`src/rtl/vmp_pkg.sv`:
```
// Package with register map, field layout and timing constants of the master/power bank.
package vmp_pkg;

    // Register byte offsets on the control port.
    localparam logic [7:0] ADDR_CFG2      = 8'h0c;
    localparam logic [7:0] ADDR_CHAN_PD   = 8'h0d;
    localparam logic [7:0] ADDR_GLOBAL_PD = 8'h0e;
    localparam logic [7:0] ADDR_HOLD      = 8'h0f;
    localparam logic [7:0] ADDR_M1_SEL    = 8'h10;
    localparam logic [7:0] ADDR_M1_LEVEL  = 8'h11;
    localparam logic [7:0] ADDR_M1_CTRL   = 8'h12;
    localparam logic [7:0] ADDR_M2_SEL    = 8'h13;
    localparam logic [7:0] ADDR_M2_LEVEL  = 8'h14;

    // Reset values.
    localparam logic [7:0] RST_CFG2       = 8'h0d;
    localparam logic [7:0] RST_CHAN_PD    = 8'h00;
    localparam logic [7:0] RST_GLOBAL_PD  = 8'h01;
    localparam logic [7:0] RST_HOLD       = 8'h00;
    localparam logic [7:0] RST_SEL        = 8'hff;
    localparam logic [7:0] RST_LEVEL      = 8'hd2;
    localparam logic [7:0] RST_M1_CTRL    = 8'h00;

    // Implemented-bit masks; every other bit is reserved and reads zero.
    localparam logic [7:0] MASK_CFG2      = 8'h1f;
    localparam logic [7:0] MASK_GLOBAL_PD = 8'h01;
    localparam logic [7:0] MASK_HOLD      = 8'h80;
    localparam logic [7:0] MASK_M1_CTRL   = 8'h03;

    // Field positions.
    localparam int ZC_LSB      = 0;
    localparam int TO_LSB      = 2;
    localparam int GPD_BIT     = 0;
    localparam int HOLD_BIT    = 7;
    localparam int SILENCE_BIT = 1;
    localparam int QTR_BIT     = 0;

    // Level arithmetic in quarter-dB units: code*2 minus twice the zero-dB code.
    localparam logic [11:0] LEVEL_ZERO_Q = 12'h1a4;
    localparam logic signed [9:0] GAIN_MAX_Q = 10'sh058;
    localparam logic signed [9:0] GAIN_MIN_Q = -10'sh180;

    // Timing.
    localparam int CLK_HZ     = 25_000_000;
    localparam int CYC_PER_MS = CLK_HZ / 1000;

    // Zero-crossing update modes.
    typedef enum logic [1:0] {
        ZC_IMMEDIATE = 2'b00,
        ZC_DISCARD   = 2'b01,
        ZC_FLUSH     = 2'b10,
        ZC_RESERVED  = 2'b11
    } vmp_zc_mode_t;

    // Control set that the logic acts upon.
    typedef struct packed {
        logic [1:0] zc_mode_sel;
        logic [2:0] timeout_sel;
        logic [7:0] chan_pd;
        logic       global_pd;
        logic [7:0] m1_sel;
        logic [7:0] m1_level;
        logic       m1_silence;
        logic       m1_quarter;
        logic [7:0] m2_sel;
        logic [7:0] m2_level;
    } vmp_ctrl_t;

    // Time-out period in milliseconds for each selector code.
    function automatic int timeout_ms(input logic [2:0] sel);
        int ms;
        ms = 5;
        unique case (sel)
            3'h0: ms = 5;
            3'h1: ms = 10;
            3'h2: ms = 15;
            3'h3: ms = 18;
            3'h4: ms = 20;
            3'h5: ms = 30;
            3'h6: ms = 40;
            3'h7: ms = 50;
        endcase
        return ms;
    endfunction

endpackage

```
`src/rtl/vmp_bank.sv`:
```
// Master volume, power-down and update-hold register bank with per-channel level scheduling.
// Notes on behaviour
// Mode 00 applies new levels immediately.
// Modes 01/10 apply on zero-cross or time-out.
// Mode 01: new value discards pending, restarts.
// Mode 10: new value flushes pending, restarts.
// Mode field bits 1:0, reset 01, 11 reserved.
// Channel power-down bits, reset zero, per channel.
// Global power-down bit 0, resets to one.
// Registers stay accessible during global power-down.
// Hold bit stores writes, releases together.
// Host sets hold, writes, then clears.
// Channel-select ones follow group, reset all ones.
// Master level steers selected channels, half-dB.
// Level code is twice dB plus 210.
// Out-of-range codes accepted, result clamped.
// Master one silence bit mutes selected channels.
// Master one quarter bit adds quarter dB.
// Time-out selector picks 5..50 ms, reset 011.
// Reserved bits read zero; levels sum then clamp.
`timescale 1ns/1ps

module vmp_bank #(
    parameter int NUM_CH      = 8,
    parameter int P_CYC_PER_MS = vmp_pkg::CYC_PER_MS
) (
    // Clock and reset.
    input  wire logic                   i_clk,
    input  wire logic                   i_rst_n,
    // Register access from the control port.
    input  wire logic                   i_wr_en,
    input  wire logic                   i_rd_en,
    input  wire logic [7:0]             i_addr,
    input  wire logic [7:0]             i_wr_data,
    output logic      [7:0]             o_rd_data,
    // Channel side.
    input  wire logic [NUM_CH-1:0][7:0] i_chan_level,
    input  wire logic [NUM_CH-1:0]      i_zero_cross,
    output wire logic [NUM_CH-1:0][9:0] o_chan_gain,
    output logic      [NUM_CH-1:0]      o_chan_mute,
    output logic      [NUM_CH-1:0]      o_chan_pd
);

    // The power-down and select registers hold one bit per channel, so only eight channels can be served.
    if (NUM_CH != 8 || P_CYC_PER_MS < 1) begin : g_param_check
        $error("vmp_bank: NUM_CH must be 8 and P_CYC_PER_MS at least 1");
    end

    ////////////////////////////////////////////////////////////////////////////////
    // Register file.

    logic [7:0] cfg2_reg;
    logic [7:0] chan_pd_reg;
    logic [7:0] global_pd_reg;
    logic [7:0] hold_reg;
    logic [7:0] m1_sel_reg;
    logic [7:0] m1_level_reg;
    logic [7:0] m1_ctrl_reg;
    logic [7:0] m2_sel_reg;
    logic [7:0] m2_level_reg;

    // Write strobes per register; reserved bits are masked on the way in.
    wire logic wr_cfg2   = i_wr_en && (i_addr == vmp_pkg::ADDR_CFG2);
    wire logic wr_chpd   = i_wr_en && (i_addr == vmp_pkg::ADDR_CHAN_PD);
    wire logic wr_gpd    = i_wr_en && (i_addr == vmp_pkg::ADDR_GLOBAL_PD);
    wire logic wr_hold   = i_wr_en && (i_addr == vmp_pkg::ADDR_HOLD);
    wire logic wr_m1sel  = i_wr_en && (i_addr == vmp_pkg::ADDR_M1_SEL);
    wire logic wr_m1lvl  = i_wr_en && (i_addr == vmp_pkg::ADDR_M1_LEVEL);
    wire logic wr_m1ctrl = i_wr_en && (i_addr == vmp_pkg::ADDR_M1_CTRL);
    wire logic wr_m2sel  = i_wr_en && (i_addr == vmp_pkg::ADDR_M2_SEL);
    wire logic wr_m2lvl  = i_wr_en && (i_addr == vmp_pkg::ADDR_M2_LEVEL);

    // Writes are taken whatever the power state, so software can set up before waking.
    always_ff @(posedge i_clk or negedge i_rst_n) begin
        if (!i_rst_n) begin
            cfg2_reg      <= vmp_pkg::RST_CFG2;
            chan_pd_reg   <= vmp_pkg::RST_CHAN_PD;
            global_pd_reg <= vmp_pkg::RST_GLOBAL_PD;
            hold_reg      <= vmp_pkg::RST_HOLD;
            m1_sel_reg    <= vmp_pkg::RST_SEL;
            m1_level_reg  <= vmp_pkg::RST_LEVEL;
            m1_ctrl_reg   <= vmp_pkg::RST_M1_CTRL;
            m2_sel_reg    <= vmp_pkg::RST_SEL;
            m2_level_reg  <= vmp_pkg::RST_LEVEL;
        end else begin
            if (wr_cfg2)   cfg2_reg      <= i_wr_data & vmp_pkg::MASK_CFG2;
            if (wr_chpd)   chan_pd_reg   <= i_wr_data;
            if (wr_gpd)    global_pd_reg <= i_wr_data & vmp_pkg::MASK_GLOBAL_PD;
            if (wr_hold)   hold_reg      <= i_wr_data & vmp_pkg::MASK_HOLD;
            if (wr_m1sel)  m1_sel_reg    <= i_wr_data;
            if (wr_m1lvl)  m1_level_reg  <= i_wr_data;
            if (wr_m1ctrl) m1_ctrl_reg   <= i_wr_data & vmp_pkg::MASK_M1_CTRL;
            if (wr_m2sel)  m2_sel_reg    <= i_wr_data;
            if (wr_m2lvl)  m2_level_reg  <= i_wr_data;
        end
    end

    // Read selection; unmapped offsets answer zero.
    logic [7:0] rd_next;
    always_comb begin
        rd_next = 8'h00;
        unique case (i_addr)
            vmp_pkg::ADDR_CFG2:      rd_next = cfg2_reg;
            vmp_pkg::ADDR_CHAN_PD:   rd_next = chan_pd_reg;
            vmp_pkg::ADDR_GLOBAL_PD: rd_next = global_pd_reg;
            vmp_pkg::ADDR_HOLD:      rd_next = hold_reg;
            vmp_pkg::ADDR_M1_SEL:    rd_next = m1_sel_reg;
            vmp_pkg::ADDR_M1_LEVEL:  rd_next = m1_level_reg;
            vmp_pkg::ADDR_M1_CTRL:   rd_next = m1_ctrl_reg;
            vmp_pkg::ADDR_M2_SEL:    rd_next = m2_sel_reg;
            vmp_pkg::ADDR_M2_LEVEL:  rd_next = m2_level_reg;
            default:                 rd_next = 8'h00;
        endcase
    end

    // Read data is registered and holds until the next read.
    always_ff @(posedge i_clk or negedge i_rst_n) begin
        if (!i_rst_n) begin
            o_rd_data <= 8'h00;
        end else if (i_rd_en) begin
            o_rd_data <= rd_next;
        end
    end

    ////////////////////////////////////////////////////////////////////////////////
    // Update hold: the acting copy follows the registers only while hold is clear.

    vmp_pkg::vmp_ctrl_t ctrl_now;
    vmp_pkg::vmp_ctrl_t act_reg;
    wire logic          hold_on = hold_reg[vmp_pkg::HOLD_BIT];

    assign ctrl_now = '{
        zc_mode_sel: cfg2_reg[vmp_pkg::ZC_LSB +: 2],
        timeout_sel: cfg2_reg[vmp_pkg::TO_LSB +: 3],
        chan_pd:     chan_pd_reg,
        global_pd:   global_pd_reg[vmp_pkg::GPD_BIT],
        m1_sel:      m1_sel_reg,
        m1_level:    m1_level_reg,
        m1_silence:  m1_ctrl_reg[vmp_pkg::SILENCE_BIT],
        m1_quarter:  m1_ctrl_reg[vmp_pkg::QTR_BIT],
        m2_sel:      m2_sel_reg,
        m2_level:    m2_level_reg
    };

    // All held changes land in the same cycle, one edge after hold clears.
    always_ff @(posedge i_clk or negedge i_rst_n) begin
        if (!i_rst_n) begin
            act_reg <= '{
                zc_mode_sel: vmp_pkg::RST_CFG2[vmp_pkg::ZC_LSB +: 2],
                timeout_sel: vmp_pkg::RST_CFG2[vmp_pkg::TO_LSB +: 3],
                chan_pd:     vmp_pkg::RST_CHAN_PD,
                global_pd:   vmp_pkg::RST_GLOBAL_PD[vmp_pkg::GPD_BIT],
                m1_sel:      vmp_pkg::RST_SEL,
                m1_level:    vmp_pkg::RST_LEVEL,
                m1_silence:  vmp_pkg::RST_M1_CTRL[vmp_pkg::SILENCE_BIT],
                m1_quarter:  vmp_pkg::RST_M1_CTRL[vmp_pkg::QTR_BIT],
                m2_sel:      vmp_pkg::RST_SEL,
                m2_level:    vmp_pkg::RST_LEVEL
            };
        end else if (!hold_on) begin
            act_reg <= ctrl_now;
        end
    end

    // Reserved mode code behaves as the discarding mode so a stray write stays glitch-free.
    wire logic mode_now_imm   = (act_reg.zc_mode_sel == vmp_pkg::ZC_IMMEDIATE);
    wire logic mode_now_flush = (act_reg.zc_mode_sel == vmp_pkg::ZC_FLUSH);
    wire logic [31:0] to_limit =
        32'(vmp_pkg::timeout_ms(act_reg.timeout_sel) * P_CYC_PER_MS);

    // Power and mute outputs.
    always_ff @(posedge i_clk or negedge i_rst_n) begin
        if (!i_rst_n) begin
            o_chan_pd   <= '1;
            o_chan_mute <= '0;
        end else begin
            o_chan_pd   <= act_reg.chan_pd | {NUM_CH{act_reg.global_pd}};
            o_chan_mute <= act_reg.m1_sel & {NUM_CH{act_reg.m1_silence}};
        end
    end

    ////////////////////////////////////////////////////////////////////////////////
    // Per-channel level target and zero-crossing scheduling.

    logic signed [9:0]  target   [NUM_CH];
    logic signed [9:0]  last_reg [NUM_CH];
    logic signed [9:0]  pend_reg [NUM_CH];
    logic signed [9:0]  gain_reg [NUM_CH];
    logic               wait_reg [NUM_CH];
    logic        [31:0] tmr_reg  [NUM_CH];

    for (genvar ch = 0; ch < NUM_CH; ch++) begin : g_ch
        // Quarter-dB contributions; a master group counts only when it selects the channel.
        wire logic [11:0] own_q = {3'h0, i_chan_level[ch], 1'b0} - vmp_pkg::LEVEL_ZERO_Q;
        wire logic [11:0] m1_q  = act_reg.m1_sel[ch] ?
            ({3'h0, act_reg.m1_level, act_reg.m1_quarter} - vmp_pkg::LEVEL_ZERO_Q) : 12'h000;
        wire logic [11:0] m2_q  = act_reg.m2_sel[ch] ?
            ({3'h0, act_reg.m2_level, 1'b0} - vmp_pkg::LEVEL_ZERO_Q) : 12'h000;
        wire logic signed [11:0] sum_q = $signed(own_q + m1_q + m2_q);
        wire logic signed [11:0] max_q = 12'(vmp_pkg::GAIN_MAX_Q);
        wire logic signed [11:0] min_q = 12'(vmp_pkg::GAIN_MIN_Q);
        wire logic new_val = (target[ch] != last_reg[ch]);
        wire logic expired = wait_reg[ch] && (tmr_reg[ch] >= to_limit - 32'h1);

        assign target[ch] = (sum_q > max_q) ? vmp_pkg::GAIN_MAX_Q :
                            (sum_q < min_q) ? vmp_pkg::GAIN_MIN_Q : sum_q[9:0];
        assign o_chan_gain[ch] = gain_reg[ch];

        // A fresh value outranks a zero-cross in the same cycle and restarts the wait.
        always_ff @(posedge i_clk or negedge i_rst_n) begin
            if (!i_rst_n) begin
                last_reg[ch] <= '0;
                pend_reg[ch] <= '0;
                gain_reg[ch] <= '0;
                wait_reg[ch] <= 1'b0;
                tmr_reg[ch]  <= 32'h0;
            end else begin
                last_reg[ch] <= target[ch];
                tmr_reg[ch]  <= tmr_reg[ch] + 32'h1;
                if (mode_now_imm) begin
                    gain_reg[ch] <= target[ch];
                    wait_reg[ch] <= 1'b0;
                end else if (new_val) begin
                    if (wait_reg[ch] && mode_now_flush) begin
                        gain_reg[ch] <= pend_reg[ch];
                    end
                    pend_reg[ch] <= target[ch];
                    wait_reg[ch] <= 1'b1;
                    tmr_reg[ch]  <= 32'h0;
                end else if (wait_reg[ch] && (i_zero_cross[ch] || expired)) begin
                    gain_reg[ch] <= pend_reg[ch];
                    wait_reg[ch] <= 1'b0;
                end
            end
        end
    end

    ////////////////////////////////////////////////////////////////////////////////
    // Checks on channel 0 and the register bank.

    imm_apply_a: assert property (@(posedge i_clk) disable iff (!i_rst_n)
        mode_now_imm |=> (gain_reg[0] == $past(target[0])))
        else $error("immediate mode did not apply level");
    zc_apply_a: assert property (@(posedge i_clk) disable iff (!i_rst_n)
        (!mode_now_imm && wait_reg[0] && i_zero_cross[0] && !g_ch[0].new_val)
        |=> (gain_reg[0] == $past(pend_reg[0])) && !wait_reg[0])
        else $error("pending level not applied on zero cross");
    discard_old_a: assert property (@(posedge i_clk) disable iff (!i_rst_n)
        (!mode_now_imm && !mode_now_flush && wait_reg[0] && g_ch[0].new_val)
        |=> $stable(gain_reg[0]) && wait_reg[0] && (tmr_reg[0] == 32'h0))
        else $error("discard mode changed level on new value");
    flush_old_a: assert property (@(posedge i_clk) disable iff (!i_rst_n)
        (mode_now_flush && wait_reg[0] && g_ch[0].new_val)
        |=> (gain_reg[0] == $past(pend_reg[0])) && (pend_reg[0] == $past(target[0])))
        else $error("flush mode did not apply older level");
    rsv_bits_a: assert property (@(posedge i_clk) disable iff (!i_rst_n)
        ((cfg2_reg & ~vmp_pkg::MASK_CFG2) == 8'h00) &&
        ((m1_ctrl_reg & ~vmp_pkg::MASK_M1_CTRL) == 8'h00))
        else $error("reserved bits stored");
    global_pd_a: assert property (@(posedge i_clk) disable iff (!i_rst_n)
        act_reg.global_pd |=> (o_chan_pd == '1))
        else $error("global power down not applied");
    pd_write_a: assert property (@(posedge i_clk) disable iff (!i_rst_n)
        (act_reg.global_pd && wr_m1lvl) |=> (m1_level_reg == $past(i_wr_data)))
        else $error("write lost during power down");
    hold_stable_a: assert property (@(posedge i_clk) disable iff (!i_rst_n)
        (hold_on && $past(hold_on)) |-> $stable(act_reg))
        else $error("held change took effect");
    gain_clamp_a: assert property (@(posedge i_clk) disable iff (!i_rst_n)
        (gain_reg[0] <= vmp_pkg::GAIN_MAX_Q) && (gain_reg[0] >= vmp_pkg::GAIN_MIN_Q))
        else $error("channel gain outside range");
    silence_a: assert property (@(posedge i_clk) disable iff (!i_rst_n)
        (act_reg.m1_silence && act_reg.m1_sel[0]) |=> o_chan_mute[0])
        else $error("selected channel not muted");
    timeout_a: assert property (@(posedge i_clk) disable iff (!i_rst_n)
        (g_ch[0].expired && !mode_now_imm && !g_ch[0].new_val) |=> !wait_reg[0])
        else $error("time-out did not apply level");

    // Pending levels, output stage and read path; these catch a pending change that leaks
    // out early and a channel power-down register that reads back something other than what it stores.
    pend_hold_a: assert property (@(posedge i_clk) disable iff (!i_rst_n)
        (!mode_now_imm && wait_reg[0] && !i_zero_cross[0] && !g_ch[0].expired
            && !g_ch[0].new_val) |=> $stable(gain_reg[0]) && wait_reg[0])
        else $error("pending level applied without zero cross or time-out");
    imm_no_wait_a: assert property (@(posedge i_clk) disable iff (!i_rst_n)
        mode_now_imm |=> !wait_reg[0])
        else $error("immediate mode left a level pending");
    pd_follow_a: assert property (@(posedge i_clk) disable iff (!i_rst_n)
        !act_reg.global_pd |=> (o_chan_pd == $past(act_reg.chan_pd)))
        else $error("channel power down does not follow its bit");
    mute_release_a: assert property (@(posedge i_clk) disable iff (!i_rst_n)
        !act_reg.m1_silence |=> (o_chan_mute == '0))
        else $error("mute not released");
    hold_follow_a: assert property (@(posedge i_clk) disable iff (!i_rst_n)
        !hold_on |=> (act_reg == $past(ctrl_now)))
        else $error("register change not acted upon with hold clear");
    rsv_ctrl_bits_a: assert property (@(posedge i_clk) disable iff (!i_rst_n)
        ((hold_reg & ~vmp_pkg::MASK_HOLD) == 8'h00) &&
        ((global_pd_reg & ~vmp_pkg::MASK_GLOBAL_PD) == 8'h00))
        else $error("reserved control bits stored");
    chan_pd_read_a: assert property (@(posedge i_clk) disable iff (!i_rst_n)
        (i_rd_en && (i_addr == vmp_pkg::ADDR_CHAN_PD)) |=> (o_rd_data == $past(chan_pd_reg)))
        else $error("channel power register read back wrong");
    unmapped_read_a: assert property (@(posedge i_clk) disable iff (!i_rst_n)
        (i_rd_en && (i_addr > vmp_pkg::ADDR_M2_LEVEL)) |=> (o_rd_data == 8'h00))
        else $error("unmapped offset did not read zero");

endmodule

```
`config.mk`:
```
export PLATFORM = sky130hd
export DESIGN_NAME = vmp_bank
export DESIGN_NICKNAME = d
export VERILOG_FILES = /design/src/rtl/vmp_pkg.sv /design/src/rtl/vmp_bank.sv
export SDC_FILE = /design/constraint.sdc
export NUM_CORES = 2
export LEC_CHECK = 0
export BUFFER_PORTS_ARGS = -buffer_cell sky130_fd_sc_hd__buf_2
export CORE_MARGIN = 2
export CORE_UTILIZATION = 65
export CTS_CLUSTER_DIAMETER = 100
export DETAILED_ROUTE_END_ITERATION = 12
export PLACE_DENSITY = 0.95
export SLEW_MARGIN = 20
export SYNTH_ARGS = -nofsm -noshare
export SYNTH_HDL_FRONTEND = slang
export SYNTH_SLANG_ARGS = --single-unit
export TNS_END_PERCENT = 5
```
`constraint.sdc`:
```
create_clock -name i_clk -period 18.5 [get_ports i_clk]
set_clock_uncertainty 0.15 [all_clocks]
set_input_delay 0.925 -clock i_clk [delete_from_list [all_inputs] [get_ports i_clk]]
set_output_delay 0.925 -clock i_clk [all_outputs]
set_load 0.02 [all_outputs]
```
==> impl_summary.log <==
[metrics] root buffer cell: sky130_fd_sc_hd__clkbuf_16
[metrics] XOR/XNOR share of the synthesized area: 0.0796
[metrics] Synth Area in Simple Gates: 0.186
[metrics] number of unique standard cell types used by synthesis: approximately 110
[metrics] Maximum Capacitance Violations: 0
[metrics] Congestion Overflow GR: 0
[metrics] TritonCTS sink count: 625
[metrics] CP arrival: 9.15 ns
[metrics] Total Wirelength: 118000 um
[metrics] number of enable-type register cells in the synthesized netlist: 0
[metrics] share of final-layout standard cells stronger than drive strength 1: 0.160
[metrics] floorplan die width: approximately 250 um
[metrics] type of the most critical hold path: in -> async
[metrics] cell internal pwr: 3020 uW
[metrics] cell area power density: 108 nW/um^2
[metrics] post-cts repair resize count: 0
[metrics] maximum clock rate: between 100 and 150 MHz
[metrics] Net Sw Frac: 0.372
[metrics] static leakage: 0.0217 uW
[metrics] predominant post-synthesis flop cell: sky130_fd_sc_hd__dfrtp_1
[metrics] Clock H-tree levels: 3
[metrics] status: complete, no violations
[metrics] sequential share of the synthesized area: 0.388
[metrics] FFs w/ async S/R, synth: 1.00
[metrics] Routability Congestion: 0.931
[metrics] CTS Buf Count: 67
[metrics] number of DRC markers after the initial detailed-route iteration: 4208
[metrics] clock-pin slew on the worst setup and hold paths: approximately 0.070 ns
[metrics] cell count after synthesis: 4228
[metrics] crit path time final: 8.80 ns
[metrics] worst slew margin relative to its limit: 0.148
[metrics] clock network power share: 0.289
[metrics] clock network latency to the later pin of the worst-skew pair: 0.64 ns
[metrics] number of global-route vias before repair: 35.1k
[metrics] Startpoint Class: flop
[metrics] commonest cells after routing, fill and taps aside: sky130_fd_sc_hd__dfrtp_1 (560), sky130_fd_sc_hd__nand2_1 (504), sky130_fd_sc_hd__nor2_1 (463), sky130_fd_sc_hd__inv_1 (271), sky130_fd_sc_hd__ha_1 (268)
[metrics] fraction of the mapped netlist area in compound gates: 0.106
[metrics] total number of placement rows: between 90 and 100
[metrics] worst reg2reg setup slack: 9.70 ns
[metrics] Peak VDD IR: approximately 110 uV
[metrics] tightest hold margin: 0.253 ns
[metrics] number of filler instances in the final layout: 3682
[metrics] Netlist Area Pre-Place: a little over 40000 sq um
[metrics] CTS Hold Buffers Added: 0
[metrics] critical path class: reg -> reg
[metrics] largest driver fanout on the critical path: 10
[metrics] Yosys reg bits: 625
[metrics] Net Count, Synth: 4672
[metrics] area of the placeable core: 61600 sq um
[metrics] Post-Synth Adder-Cell Area: 0.127
[metrics] CTS Buffer Depth: 3
[metrics] post-synthesis area per instance: 9.57 sq um
[metrics] crit share post-route: 0.475
[metrics] vias: 35.0k
[metrics] hpwl dp: 76300 um
[metrics] max FFs per register: 256
[metrics] switching power summed over all nets: 1790 uW
[metrics] worst reg2reg path startpoint: act_reg[44]$_DFFE_PN1N_
[metrics] clock tree from TritonCTS: built
[metrics] pin count of the biggest net entering global routing: 185
[metrics] Slew Viols, Final: 0
[metrics] # IOs: ~200
[metrics] most common cell after layout, fill and taps aside: sky130_fd_sc_hd__dfrtp_1
[metrics] mean number of vias per cell: roughly 6.6
[metrics] setup repair after global routing missed its margin: false
[metrics] global-route wire length before repair: 185000 um
[metrics] Critical Path End Type: flop
[metrics] die boundary height: 254 um
[metrics] number of antenna violations at the first check in global routing: 14
[metrics] worst reg2reg endpoint: o_chan_gain[79]$_DFFE_PN0P_
[metrics] initial cell density of the core: 0.657
[metrics] routed wire length per instance: roughly 22 um
[metrics] share of power burned in combinational logic: 0.325
[metrics] combinational family with the most area after synthesis: simple AND/OR/NAND/NOR gates
[metrics] Worst Max-Slew Pin Slew: between 1 and 1.5 ns
[metrics] Worst Reg-to-Reg Cells: 23
[metrics] number of post-CTS setup repair buffers: 0
[metrics] Area Growth Syn to Fin: 10.5%
[metrics] Synth Warn #: 0
[metrics] # setup viols final: 0
[metrics] required time worst endpoint: between 15 and 20 ns
[metrics] first-pass detailed-route iteration total: 10
[metrics] final count of hold timing violations: 0
[metrics] NumNets Final: about 5k
[metrics] buffers added on ports: 195
[metrics] global-route usage over all layers: 0.363
[metrics] die footprint: 64300 sq um
[metrics] mux contribution to synthesized area: 0.0775
[metrics] Final TNS setup: 0 ns
[metrics] DR DRC count: 0
[metrics] remaining antenna violation count after routing: 0
[metrics] power share of the sequential group: 0.386
[area by class of cell]
class / count / area, sq um / area share
Tap cell: 837 / 1050 / 0.0234
Clock inverter: 33 / 335 / 0.00750
Sequential cell: 625 / 15700 / 0.352
Inverter: 275 / 1030 / 0.0231
Timing Repair Buffer: 233 / 1320 / 0.0295
Antenna cell: 7 / 17.5 / 0.000392
Multi-Input combinational cell: 3223 / 23400 / 0.522
Clock buffer: 89 / 1880 / 0.0421
[worst max-delay path, stage by stage (launching register included)]
cell and delay (ns):
sky130_fd_sc_hd__dfstp_2 0.65, sky130_fd_sc_hd__inv_1 0.17, sky130_fd_sc_hd__ha_1 0.23, sky130_fd_sc_hd__a21oi_1 0.40, sky130_fd_sc_hd__ha_1 0.66, sky130_fd_sc_hd__fa_1 0.55, sky130_fd_sc_hd__ha_1 0.32, sky130_fd_sc_hd__ha_1 0.38
sky130_fd_sc_hd__a21oi_1 0.22, sky130_fd_sc_hd__o21ai_0 0.15, sky130_fd_sc_hd__a31oi_1 0.31, sky130_fd_sc_hd__nor2b_1 0.11, sky130_fd_sc_hd__o21a_1 0.17, sky130_fd_sc_hd__o21ai_0 0.23, sky130_fd_sc_hd__xor2_1 0.92, sky130_fd_sc_hd__ha_1 0.41
sky130_fd_sc_hd__a21oi_1 0.21, sky130_fd_sc_hd__o211ai_1 0.13, sky130_fd_sc_hd__and3_1 0.21, sky130_fd_sc_hd__maj3_1 0.37, sky130_fd_sc_hd__maj3_1 0.37, sky130_fd_sc_hd__nor2_1 0.33, sky130_fd_sc_hd__a221o_1 0.60, sky130_fd_sc_hd__mux2_1 0.39
[per-stage QoR]
stage / util / worst slack (ns) / power (uW) / cell area, sq um / cells
floorplan: - / 10.60 / 2870 / 40500 / 4228
global placement: 0.688 / 10.56 / 3240 / 42400 / 5190
detailed placement: 0.688 / 10.17 / 3340 / 42400 / 5190
CTS: 0.724 / 10.03 / 4750 / 44600 / 5312
global route: 0.726 / 9.42 / 5020 / 44700 / 5322
finish: 0.726 / 9.70 / 4810 / 44700 / 5322
[cells in the mapped netlist, drive strengths merged (13+ instances only)]
cell | number | share of area
a21boi | 20 | 0.0038
o22ai | 21 | 0.0034
nor2b | 44 | 0.0068
a21oi | 141 | 0.018
or2 | 25 | 0.0039
and4 | 13 | 0.0028
xor2 | 214 | 0.046
nand3 | 143 | 0.018
nor4 | 33 | 0.0065
dfstp | 64 | 0.042
a211oi | 40 | 0.0075
a21o | 52 | 0.0096
and2 | 51 | 0.0079
fa | 84 | 0.042
o21ai | 152 | 0.019
nor3 | 44 | 0.0057
dfrtp | 561 | 0.35
and3 | 84 | 0.013
clkbuf | 71 | 0.0066
or3 | 14 | 0.0023
nand2b | 47 | 0.0073
inv | 273 | 0.025
nor2 | 472 | 0.044
nand4 | 53 | 0.0082
o21a | 20 | 0.0037
nand2 | 504 | 0.047
mux2 | 254 | 0.072
o211ai | 20 | 0.0037
mux2i | 21 | 0.0052
buf | 34 | 0.0037
ha | 268 | 0.083
xnor2 | 154 | 0.033
a31oi | 20 | 0.0031
[power groups by stage]
stage                     logic (uW)  clock network [uW]  registers [uW]
after floorplan                  993                   0            1870
after global placement          1400                   0            1840
after detailed placement        1480                   0            1860
after CTS                       1520                1380            1850
after global routing            1700                1440            1880
final                           1560                1390            1860
[how the worst max path moves through the flow]
stage / start / to / depth (start not counted)
after floorplan: act_reg[43]$_DFFE_PN1N_ / o_chan_gain[60]$_DFFE_PN0P_ / 28
after global placement: act_reg[44]$_DFFE_PN1N_ / o_chan_gain[63]$_DFFE_PN0P_ / 26
after detailed placement: act_reg[44]$_DFFE_PN1N_ / o_chan_gain[61]$_DFFE_PN0P_ / 26
after CTS: act_reg[44]$_DFFE_PN1N_ / o_chan_gain[79]$_DFFE_PN0P_ / 23
after global routing: act_reg[44]$_DFFE_PN1N_ / o_chan_gain[61]$_DFFE_PN0P_ / 23
final: act_reg[44]$_DFFE_PN1N_ / o_chan_gain[79]$_DFFE_PN0P_ / 23
[metal layers]
metal  wire length, um  global-route usage  vias up  part of all wire
li1                  -                   -    15000                 -
met1             41700               0.437    16800              0.35
met5                74                   0        -           0.00063
met2             54200               0.584     2434              0.46
met4              8960               0.236       12             0.076
met3             12900              0.0877      778              0.11
[cells by family after synthesis]
logic type,Yosys count
DFF,625
xor gates and xnor gates,368
muxes,276
adders and majority gates,364
and+or+nand+nor,1583
AOI/OAI and AO/OA,632
buffers and inverters,380
(Power assumes the default switching activity.)
